<file path="src/rtseq_consts.svh">
`ifndef RTSEQ_CONSTS_SVH
`define RTSEQ_CONSTS_SVH
// clock and delay figures
`define RTSEQ_CLK_HZ 40000000
`define RTSEQ_POWERUP_DELAY_TIMER_MS 72
`define RTSEQ_OST_CYCLES 1024
// glitch filter on the clear pin, in system clocks
`define RTSEQ_CLR_FILT_CYC 8
// brown-out minimum low duration, in system clocks
`define RTSEQ_BOD_MIN_CYC 40
// oscillator select codes
`define RTSEQ_OSC_LP 3'h0
`define RTSEQ_OSC_XT 3'h1
`define RTSEQ_OSC_HS 3'h2
`define RTSEQ_OSC_EC 3'h3
`define RTSEQ_OSC_INT_IO 3'h4
`define RTSEQ_OSC_INT_CK 3'h5
`define RTSEQ_OSC_RC_IO 3'h6
`define RTSEQ_OSC_RC_CK 3'h7
// flag values loaded by resets
`define RTSEQ_FLAG_SET 1'b1
`define RTSEQ_FLAG_CLR 1'b0
`endif

</file>
<file path="src/rtseq_pkg.sv">
package rtseq_pkg;
  typedef enum logic [4:0] {
    RTSEQ_S_HOLD = 5'b00001,
    RTSEQ_S_POWERUP_DELAY_TIMER = 5'b00010,
    RTSEQ_S_OST = 5'b00100,
    RTSEQ_S_WAITCLR = 5'b01000,
    RTSEQ_S_RUN = 5'b10000
  } rtseq_state_t;

  // reset cause codes reported to the core
  typedef enum logic [2:0] {
    RTSEQ_C_NONE = 3'h0,
    RTSEQ_C_POR = 3'h1,
    RTSEQ_C_WDT_RUN = 3'h2,
    RTSEQ_C_WDT_SLEEP = 3'h3,
    RTSEQ_C_CLR_RUN = 3'h4,
    RTSEQ_C_CLR_SLEEP = 3'h5,
    RTSEQ_C_BOD = 3'h6,
    RTSEQ_C_WDT_WAKE = 3'h7
  } rtseq_cause_t;

  typedef struct packed {
    logic [2:0] osc_mode;
    logic ext_clear_pin_select;
    logic powerup_delay_off_cfg;
    logic brownout_enable_cfg;
  } rtseq_cfg_t;

  typedef struct packed {
    logic timeout_flag;
    logic powerdown_flag;
    logic por_flag_n;
    logic bod_flag_n;
  } rtseq_flags_t;

  typedef struct packed {
    rtseq_state_t state;
    logic [21:0] cnt;
    logic [3:0] clr_filt;
    logic clr_low;
    logic [5:0] bod_cnt;
    logic in_bod;
    logic core_rst;
    logic regs_load;
    logic wake_pulse;
    rtseq_cause_t cause;
    rtseq_flags_t flags;
    logic [1:0] div;
    logic clk_out;
    logic clk_out_oe;
    logic por_done;
    logic powerup_delay_timer_pend;
    logic ost_pend;
  } rtseq_st_t;
endpackage : rtseq_pkg

</file>
<file path="src/rtseq_top.sv">
`timescale 1ns/100ps
`include "rtseq_consts.svh"
// Overview of operation
// - drive oscillator divided by four on clock out pin in rc/internal clock_out_pin modes
// - report seven reset causes: power-on, watchdog run/sleep/wake, clear run/sleep, brown-out
// - undefined-state registers keep contents across every later reset
// - reset-state registers load on all resets except watchdog wake from sleep
// - timeout and powerdown flags take a cause-dependent pattern
// - clear pin input is glitch filtered before it can reset
// - watchdog reset never drives the clear pin low
// - internal clear option ties clear inactive; no pull-up on the pin
// - power-on holds reset until supply good; no reset on later supply fall
// - power-up timer gives 72 ms, only after power-on or brown-out
// - power-up timer disabled by config bit one, enabled by zero
// - crystal start-up counts 1024 oscillator cycles after power-up delay
// - start-up count only in crystal modes, only on power-on or sleep wake
// - brown-out detect enabled by config bit one, disabled by zero
// - brown-out resets once low supply persists past minimum duration
// - after brown-out wait for supply above release, then optional 72 ms
// - brown-out does not start power-up timer when it is disabled
// - low supply during power-up timer re-enters brown-out and restarts timer
// - power-up delay then start-up count, only enabled stages applied
// - external clock with timer disabled gives no start-up delay
// - delays run from power-on regardless of clear; release then starts at once
// - power-on flag cleared by power-on reset, else unchanged; software sets it
// - brown-out flag cleared by brown-out reset; software sets it
module rtseq_top #(
  parameter int POWERUP_DELAY_TIMER_CYCLES = (`RTSEQ_CLK_HZ / 1000) * `RTSEQ_POWERUP_DELAY_TIMER_MS
) (
  // clock and reset
  input wire logic clk,
  input wire logic rst,
  // supply monitor and pins
  input wire logic supply_ok,
  input wire logic brownout_detect,
  input wire logic ext_clear_pin,
  input wire logic osc_in_tick,
  // core side events
  input wire logic watchdog_timer,
  input wire logic core_sleeping,
  // configuration
  input rtseq_pkg::rtseq_cfg_t cfg,
  // software writes to the flags
  input wire logic sw_set_por_flag,
  input wire logic sw_set_bod_flag,
  // outputs
  output logic core_reset,
  output logic regs_reset_load,
  output logic wake_from_sleep,
  output rtseq_pkg::rtseq_cause_t reset_cause,
  output rtseq_pkg::rtseq_flags_t status_flags,
  output logic clock_out_pin,
  output logic clock_out_pin_oe,
  output logic ext_clear_pin_oe
);
  import rtseq_pkg::*;

  localparam logic [21:0] POWERUP_DELAY_TIMER_LAST = 22'(POWERUP_DELAY_TIMER_CYCLES - 1);
  localparam logic [21:0] OST_LAST = 22'(`RTSEQ_OST_CYCLES - 1);
  localparam logic [3:0] FILT_MAX = 4'(`RTSEQ_CLR_FILT_CYC);
  localparam logic [5:0] BOD_MAX = 6'(`RTSEQ_BOD_MIN_CYC);

  rtseq_st_t q, d;

  // crystal modes need the start-up count
  function automatic logic is_crystal(input logic [2:0] m);
    is_crystal = (m == `RTSEQ_OSC_LP) || (m == `RTSEQ_OSC_XT) || (m == `RTSEQ_OSC_HS);
  endfunction : is_crystal

  // modes that may drive the divided clock out
  function automatic logic is_clock_out_pin(input logic [2:0] m);
    is_clock_out_pin = (m == `RTSEQ_OSC_INT_CK) || (m == `RTSEQ_OSC_RC_CK);
  endfunction : is_clock_out_pin

  logic clr_active;
  logic bod_trip;
  logic wdt_any;

  // next-state logic
  always_comb begin
    d = q;
    d.regs_load = 1'b0;
    d.wake_pulse = 1'b0;

    // filter needs several stable low samples; short pulses only reload it
    if (cfg.ext_clear_pin_select && !ext_clear_pin) begin
      if (q.clr_filt != FILT_MAX) begin
        d.clr_filt = q.clr_filt + 4'h1;
      end
    end else begin
      d.clr_filt = 4'h0;
    end
    d.clr_low = (d.clr_filt == FILT_MAX);
    clr_active = q.clr_low;

    // brown-out needs the low indication to persist
    if (cfg.brownout_enable_cfg && brownout_detect) begin
      if (q.bod_cnt != BOD_MAX) begin
        d.bod_cnt = q.bod_cnt + 6'h01;
      end
    end else begin
      d.bod_cnt = 6'h00;
    end
    bod_trip = (q.bod_cnt == BOD_MAX);
    wdt_any = watchdog_timer;

    // divided clock on the shared pin: top count bit gives clk/4, masked in the flop
    // so the pin itself comes straight from a register
    d.div = q.div + 2'h1;
    d.clk_out = d.div[1] & is_clock_out_pin(cfg.osc_mode);
    d.clk_out_oe = is_clock_out_pin(cfg.osc_mode);

    case (q.state)
      RTSEQ_S_HOLD: begin
        d.core_rst = 1'b1;
        d.cnt = 22'h00_0000;
        // wait for supply and no pending brown-out
        if (supply_ok && !bod_trip) begin
          if (q.powerup_delay_timer_pend && !cfg.powerup_delay_off_cfg) begin
            d.state = RTSEQ_S_POWERUP_DELAY_TIMER;
          end else if (q.ost_pend && is_crystal(cfg.osc_mode)) begin
            d.state = RTSEQ_S_OST;
          end else begin
            d.state = RTSEQ_S_WAITCLR;
          end
        end
      end
      RTSEQ_S_POWERUP_DELAY_TIMER: begin
        d.cnt = q.cnt + 22'h00_0001;
        if (bod_trip || !supply_ok) begin
          d.state = RTSEQ_S_HOLD;
          d.in_bod = 1'b1;
        end else if (q.cnt == POWERUP_DELAY_TIMER_LAST) begin
          d.cnt = 22'h00_0000;
          d.powerup_delay_timer_pend = 1'b0;
          if (q.ost_pend && is_crystal(cfg.osc_mode)) begin
            d.state = RTSEQ_S_OST;
          end else begin
            d.state = RTSEQ_S_WAITCLR;
          end
        end
      end
      RTSEQ_S_OST: begin
        // counts the primary oscillator, not the system clock
        if (osc_in_tick) begin
          d.cnt = q.cnt + 22'h00_0001;
        end
        if (bod_trip) begin
          d.state = RTSEQ_S_HOLD;
        end else if (osc_in_tick && q.cnt == OST_LAST) begin
          d.ost_pend = 1'b0;
          d.state = RTSEQ_S_WAITCLR;
        end
      end
      RTSEQ_S_WAITCLR: begin
        // delays already spent; clear release starts at once
        d.powerup_delay_timer_pend = 1'b0;
        d.ost_pend = 1'b0;
        d.in_bod = 1'b0;
        if (bod_trip) begin
          d.state = RTSEQ_S_HOLD;
        end else if (!clr_active) begin
          d.state = RTSEQ_S_RUN;
          d.core_rst = 1'b0;
        end
      end
      RTSEQ_S_RUN: begin
        // power-on logic alone never resets here on supply fall
        d.core_rst = 1'b0;
        if (bod_trip) begin
          d.state = RTSEQ_S_HOLD;
          d.core_rst = 1'b1;
          d.regs_load = 1'b1;
          d.cause = RTSEQ_C_BOD;
          d.powerup_delay_timer_pend = 1'b1;
          d.ost_pend = 1'b0;
          d.flags.bod_flag_n = `RTSEQ_FLAG_CLR;
          d.flags.timeout_flag = `RTSEQ_FLAG_SET;
          d.flags.powerdown_flag = `RTSEQ_FLAG_SET;
        end else if (wdt_any && core_sleeping) begin
          // wake resumes: registers kept, only crystal start-up applies
          d.state = RTSEQ_S_HOLD;
          d.core_rst = 1'b1;
          d.wake_pulse = 1'b1;
          d.cause = RTSEQ_C_WDT_WAKE;
          d.ost_pend = 1'b1;
          d.flags.timeout_flag = `RTSEQ_FLAG_CLR;
          d.flags.powerdown_flag = `RTSEQ_FLAG_CLR;
        end else if (wdt_any) begin
          // pin stays input: ext_clear_pin_oe held low
          d.state = RTSEQ_S_HOLD;
          d.core_rst = 1'b1;
          d.regs_load = 1'b1;
          d.cause = RTSEQ_C_WDT_RUN;
          d.flags.timeout_flag = `RTSEQ_FLAG_CLR;
        end else if (clr_active) begin
          d.state = RTSEQ_S_WAITCLR;
          d.core_rst = 1'b1;
          d.regs_load = 1'b1;
          if (core_sleeping) begin
            d.cause = RTSEQ_C_CLR_SLEEP;
            d.flags.timeout_flag = `RTSEQ_FLAG_SET;
            d.flags.powerdown_flag = `RTSEQ_FLAG_CLR;
          end else begin
            d.cause = RTSEQ_C_CLR_RUN;
          end
        end
      end
      default: begin
        d.state = RTSEQ_S_HOLD;
        d.core_rst = 1'b1;
      end
    endcase

    // watchdog time-out that hits while the core sleeps but is mid reset
    if (q.state != RTSEQ_S_RUN && wdt_any && q.cause == RTSEQ_C_CLR_SLEEP) begin
      d.cause = RTSEQ_C_WDT_SLEEP;
    end

    // first cycle after power-on marks the por cause
    if (!q.por_done) begin
      d.cause = RTSEQ_C_POR;
      d.regs_load = 1'b1;
      d.por_done = 1'b1;
    end

    // software sets; a hardware clear in the same cycle wins
    if (sw_set_por_flag && q.por_done) begin
      d.flags.por_flag_n = `RTSEQ_FLAG_SET;
    end
    if (sw_set_bod_flag && !(q.state == RTSEQ_S_RUN && bod_trip)) begin
      d.flags.bod_flag_n = `RTSEQ_FLAG_SET;
    end
  end

  // single register for all state; rst is the power-on event
  always_ff @(posedge clk) begin
    if (rst) begin
      q.state <= RTSEQ_S_HOLD;
      q.cnt <= 22'h00_0000;
      q.clr_filt <= 4'h0;
      q.clr_low <= 1'b0;
      q.bod_cnt <= 6'h00;
      q.in_bod <= 1'b0;
      q.core_rst <= 1'b1;
      q.regs_load <= 1'b1;
      q.wake_pulse <= 1'b0;
      q.cause <= RTSEQ_C_POR;
      // bod flag unknown at power-on; keep it set as a defined value
      q.flags <= {`RTSEQ_FLAG_SET, `RTSEQ_FLAG_SET, `RTSEQ_FLAG_CLR, `RTSEQ_FLAG_SET};
      q.div <= 2'h0;
      q.clk_out <= 1'b0;
      q.clk_out_oe <= 1'b0;
      q.por_done <= 1'b0;
      q.powerup_delay_timer_pend <= 1'b1;
      q.ost_pend <= 1'b1;
    end else begin
      q <= d;
    end
  end

  // outputs straight from flops, clear pin enable tied low; register contents live in the core
  assign core_reset = q.core_rst;
  assign regs_reset_load = q.regs_load;
  assign wake_from_sleep = q.wake_pulse;
  assign reset_cause = q.cause;
  assign status_flags = q.flags;
  assign clock_out_pin = q.clk_out;
  assign clock_out_pin_oe = q.clk_out_oe;
  assign ext_clear_pin_oe = 1'b0;
endmodule : rtseq_top

</file>
<file path="config.mk">
export PLATFORM = sky130hd
export DESIGN_NAME = rtseq_top
export DESIGN_NICKNAME = d
export VERILOG_FILES = /design/src/rtseq_pkg.sv /design/src/rtseq_top.sv
export VERILOG_INCLUDE_DIRS = /design/src
export SDC_FILE = /design/constraint.sdc
export NUM_CORES = 1
export LEC_CHECK = 0
export BUFFER_PORTS_ARGS = -buffer_cell sky130_fd_sc_hd__buf_2
export CELL_PAD_IN_SITES_DETAIL_PLACEMENT = 0
export CELL_PAD_IN_SITES_GLOBAL_PLACEMENT = 1
export CORE_MARGIN = 8
export CORE_UTILIZATION = 49
export CTS_BUF_LIST = sky130_fd_sc_hd__clkbuf_8
export CTS_CLUSTER_DIAMETER = 80
export DETAILED_ROUTE_END_ITERATION = 16
export HOLD_SLACK_MARGIN = 0.12
export PLACE_DENSITY_LB_ADDON = 0.1
export SYNTH_ARGS = -nofsm -noshare
export SYNTH_HDL_FRONTEND = slang
export SYNTH_SLANG_ARGS = --single-unit
</file>
<file path="constraint.sdc">
create_clock -name clk -period 5.6 [get_ports clk]
set_input_delay 0.56 -clock clk [delete_from_list [all_inputs] [get_ports clk]]
set_output_delay 0.56 -clock clk [all_outputs]
set_load 0.02 [all_outputs]
</file>
== Word-level counts from Yosys, hierarchy flattened ==
Cells that the tools add are included.
Word-level totals
  word-level logic and storage cells: 156
  register bits after elaboration: 55
  input bits: 16
  output and inout bits: 13
Operators by class
  $add $sub $neg: 4
  bitwise gates (word level): 5
  muxes and demuxes: 48
  eq/ne operators: 32
  reduce and logical (&&, ||, !) cells: 47
Operators with widths (count)
  $pmux W22 S3: 1
  $mux W5: 13
  $mux W22: 2
  $mux W27: 1
  $pmux W5 S5: 1
  $add A22 B1 Y22 const B: 1
  $eq A22 B10 Y1 const B: 1
  $eq A22 B22 Y1 const B: 1
  $mux W4: 5
  $ne A2 B2 Y1 const B: 9
  $mux W1: 15
  $reduce_bool A3 Y1: 5
  $logic_and A1 B1 Y1: 12
  $ne A3 B3 Y1 const B: 4
  $reduce_and A4 Y1: 3
  $mux W2: 5
  $ne A5 B5 Y1 const B: 2
  $eq A3 B3 Y1 const B: 3
  $pmux W1 S3: 3
  $reduce_and A2 Y1: 4
  $reduce_bool A4 Y1: 2
  $reduce_or A2 Y1: 4
  $mux W7: 1
  $add A6 B1 Y6 const B: 1
  other kinds (25): 37

== Depth between registers and ports, before layout ==
  depth in word-level cells: 8
  gate-level depth with buffers: 9
  mapped depth without buffers: 8

== Worst setup path after synthesis ==
OpenSTA, ideal clock, no wires.
  path kind: register to register
  start point: register q[39] (netlist name)
  end point: register q[30] (netlist name)
  stages on the path, launching flop included: 7
  clock period less this slack: 1812 ps
  path slack: 3788 ps
  data required time: 5484 ps
  path buffers: 0
  data arrival time: 1696 ps
  library setup time: 116 ps
  cell sequence: dfxtp_1 > or4_4 > nor4_4 > nand3_2 > o31ai_1 > nand2_1 > a41o_1
On the way
  cells in the longest elaborated chain, start to end: 4
Ends and longest elaborated chain
  from (decl): RTL line rtseq_top.sv:63  | rtseq_st_t q, d;
  $eq A22 B22 Y1: RTL line rtseq_top.sv:133  | end else if (q.cnt == POWERUP_DELAY_TIMER_LAST) begin
  $mux W27: RTL line rtseq_top.sv:133
  $mux W22: RTL line rtseq_top.sv:130  | if (bod_trip || !supply_ok) begin
  $pmux W22 S3: RTL line rtseq_top.sv:113  | case (q.state)
No other way between the ends. The select of a mux whose other input is x is not followed.
A chain may end at the register's enable or synchronous reset.

== Worst setup path after layout ==
  start point: register q[18] (netlist name)
  end point: register q[38] (netlist name)
On the way
  cells in the longest elaborated chain, start to end: 4
Ends and longest elaborated chain
  $eq A6 B6 Y1: RTL line rtseq_top.sv:104  | bod_trip = (q.bod_cnt == BOD_MAX);
  $logic_or A1 B1 Y1: RTL line rtseq_top.sv:130
  $mux W22: RTL line rtseq_top.sv:130
  $pmux W22 S3: RTL line rtseq_top.sv:113
No other way between the ends.

==> results.py <==
metrics = {
    "run_status": {
        "status": "completed",
    },
    "drt": {
        "post_drt_wl_per_cell_um": 13.7,
        "vias": 2127,
        "viasPerCell": 5.30,
        "firstDrtPassIters": 4,
        "drc": 0,
        "antenna_left": 0,
        "routed_wl_mm": 5.49,
        "drtIter0Drc": 180,
    },
    "clock_tree": {
        "cts_setup_buffers": 0,
        "path_clk_slew_ns": 0.10,
        "cts_tree": "built",
        "worst_skew_pair.late_latency_ns": 0.30,
        "cts_sinks": 55,
        "cts_made_buffers": 5,
        "ctsHoldBuffers": 0,
        "cts_resized": 0,
        "ctsHtreeMaxLevel": 2,
        "cts-root-buf": "clkbuf_8",
        "clk_path_buf_depth": 2,
    },
    "yosys": {
        "yosysSeqAreaShare_pct": 40.9,
        "syn_nets": 334,
        "ys.flop_type": "dfxtp_1",
        "syn-cell-area_um2": 2690,
        "yosysWarnings": 0,
        "ys_ff_latch": 55,
        "synth_cell_types": 54,
        "synthArstFlopShare_pct": 0,
        "synth_edf_count": 0,
        "netlist_instances": 313,
        "syn_area_per_cell_um2": 8.61,
    },
    "critical_path": {
        "path_class": "flop to flop",
        "crit_arrival_ns": 2.61,
        "required_ns": 5.76,
        "critPathCaptureType": "flop",
        "cp_max_fo": 21,
        "start_kind": "flop",
    },
    "timing": {
        "hold_viol": 0,
        "fmax_ghz": 0.408,
        "fin_skew_ns": 0.0102,
        "rsz0062_at_grt": "no",
        "final.setup.tns_ns": 0,
        "setup_viol": 0,
        "max_slew_margin_pct": 38.6,
        "slew_violations": 0,
        "fin_crit_sh_pct": 43.7,
        "fin_crit_ns": 2.45,
        "hold_ws_ns": 0.454,
        "tightest_slew_ns": 0.918,
        "worst_slack_ns": 3.15,
    },
    "hold_path": {
        "holdCritPathClass": "flop to flop",
    },
    "floorplanning": {
        "initial_core_util_pct": 49.8,
        "core_area_um2": 5410,
        "die_h_um": 90.1,
        "die_area_um2": 8130,
        "ios": 29,
        "num_rows": 27,
        "fp.dieW_um": 90.1,
    },
    "layout": {
        "regArea_um2": 1100,
        "final_cells": 401,
        "multi_input_area_um2": 1430,
        "antennaDiodeCount": 0,
        "final_cell_mix": "dfxtp_1, nor2_1, nand2_1, buf_2, nand3_1",
        "fin_nets": 349,
        "nFillCells": 531,
        "drive_gt1_share_pct": 14.0,
        "area_growth_pct": 6.69,
        "layout_commonest_cell": "dfxtp_1",
    },
    "global_route": {
        "grt.overflow.total": 0,
        "antenna_found_initial": 0,
        "first_global_vias": 2021,
        "grt_usage_pct": 13.6,
        "grt_pass1_wl_mm": 9.33,
        "grt_max_degree": 22,
    },
    "place": {
        "dp_cells": 393,
        "pre_cts_ws_ns": 3.12,
        "post-dp-hpwl_mm": 4.04,
        "port_buffers": 27,
        "place.gp.congestion": 0.854,
    },
    "pwr": {
        "power.density_nw_per_um2": 259,
        "cellLeakagePower_nw": 1.06,
        "max-vdd-ir-drop_uv": 139,
    },
    "run": {
        "drv_cap": 0,
    },
}
cell type report:
cell class / count / share of cell area (%)
sequential: 55 / 38.3
tap: 72 / 3.13
timing repair buffer: 27 / 4.70
multi-input combinational: 229 / 49.7
clock inverter: 3 / 0.435
inverter: 10 / 1.31
clock buffer: 5 / 2.39
sequential cells by signal, indices dropped and copies added, names as in the netlist:
register	count
q	42
status_flags	4
reset_cause	3
clock_out_pin	1
clock_out_pin_oe	1
clr_active	1
core_reset	1
regs_reset_load	1
wake_from_sleep	1
power by group:
part	switching (mW)	internal, mW
registers	0.0136	0.403
logic	0.0709	0.0513
clock network	0.121	0.0845
logic make-up after synthesis:
| kind of cell | count (synthesis) | synth area share (%) |
|---|---|---|
| AO/OA/AOI/OAI | 42 | 10.5 |
| buffers and inverters | 29 | 6.08 |
| adder cells (fa/ha/maj) | 5 | 2.32 |
| XOR/XNOR | 27 | 8.78 |
| AND/OR/NAND/NOR | 154 | 31.3 |
| flip-flops | 55 | 40.9 |
| other | 1 | 0.139 |
cells in the mapped netlist, types with 2 or more instances:
library cell	number	area, µm²
o211ai_1	2	15.0
nand3b_1	7	52.6
or3_1	6	37.5
nand2_1	30	113
ha_1	5	62.6
o31ai_1	2	15.0
buf_4	10	75.1
dfxtp_1	55	1100
xnor2_1	11	96.3
and3_1	8	50.1
nand2b_1	2	12.5
nand4b_1	2	17.5
o21ai_0	12	60.1
buf_2	2	10.0
buf_6	2	22.5
and4_1	2	17.5
and3_2	3	22.5
xor2_1	16	140
a21oi_1	11	55.1
clkbuf_1	5	18.8
nor4_1	3	18.8
inv_1	10	37.5
nor2b_1	5	31.3
nor3b_1	2	15.0
nor2_1	39	146
nand4_1	2	12.5
nor3_1	9	45.0
nand3_1	23	115
o2bb2ai_1	2	17.5
worst paths after layout:
| check | startpoint | endpoint | slack, ns | cells after the start |
|---|---|---|---|---|
| worst max-delay path | q[18]$_SDFFE_PP0N_ | q[38]$_SDFFE_PP0P_ | 3.15 | 7 |
| worst min-delay path | q[5]$_SDFF_PP0_ | q[5]$_SDFF_PP0_ | 0.45 | 1 |
| worst max register to register | q[18]$_SDFFE_PP0N_ | q[38]$_SDFFE_PP0P_ | 3.15 | 7 |
| worst min register to register | q[5]$_SDFF_PP0_ | q[5]$_SDFF_PP0_ | 0.45 | 1 |
stage by stage:
step	area [µm²]	power (mW)	util [%]
after floorplan	2690	0.529	-
after CTS	2870	0.755	53.2
after detailed placement	2790	0.547	51.7
after global routing	2870	0.788	53.2
final	2870	0.745	53.2
after global placement	2790	0.547	51.7
worst max-delay path, stage by stage (launching register included):
cell and delay (ns):
dfxtp_1 0.38, inv_1 0.08, ha_1 0.19, and2b_2 0.19, nand3_1 0.32, nand3_1 0.22
o211ai_2 0.79, nor2_1 0.13
routing by layer:
layer	vias up	share of wire, %	global-route usage [%]
li1	1116	-	-
met1	969	49	16.6
met2	36	46	22.8
met3	6	3.6	3.41
met4	0	1.2	4.58
met5	-	0	0
(Power assumes the default switching activity.)
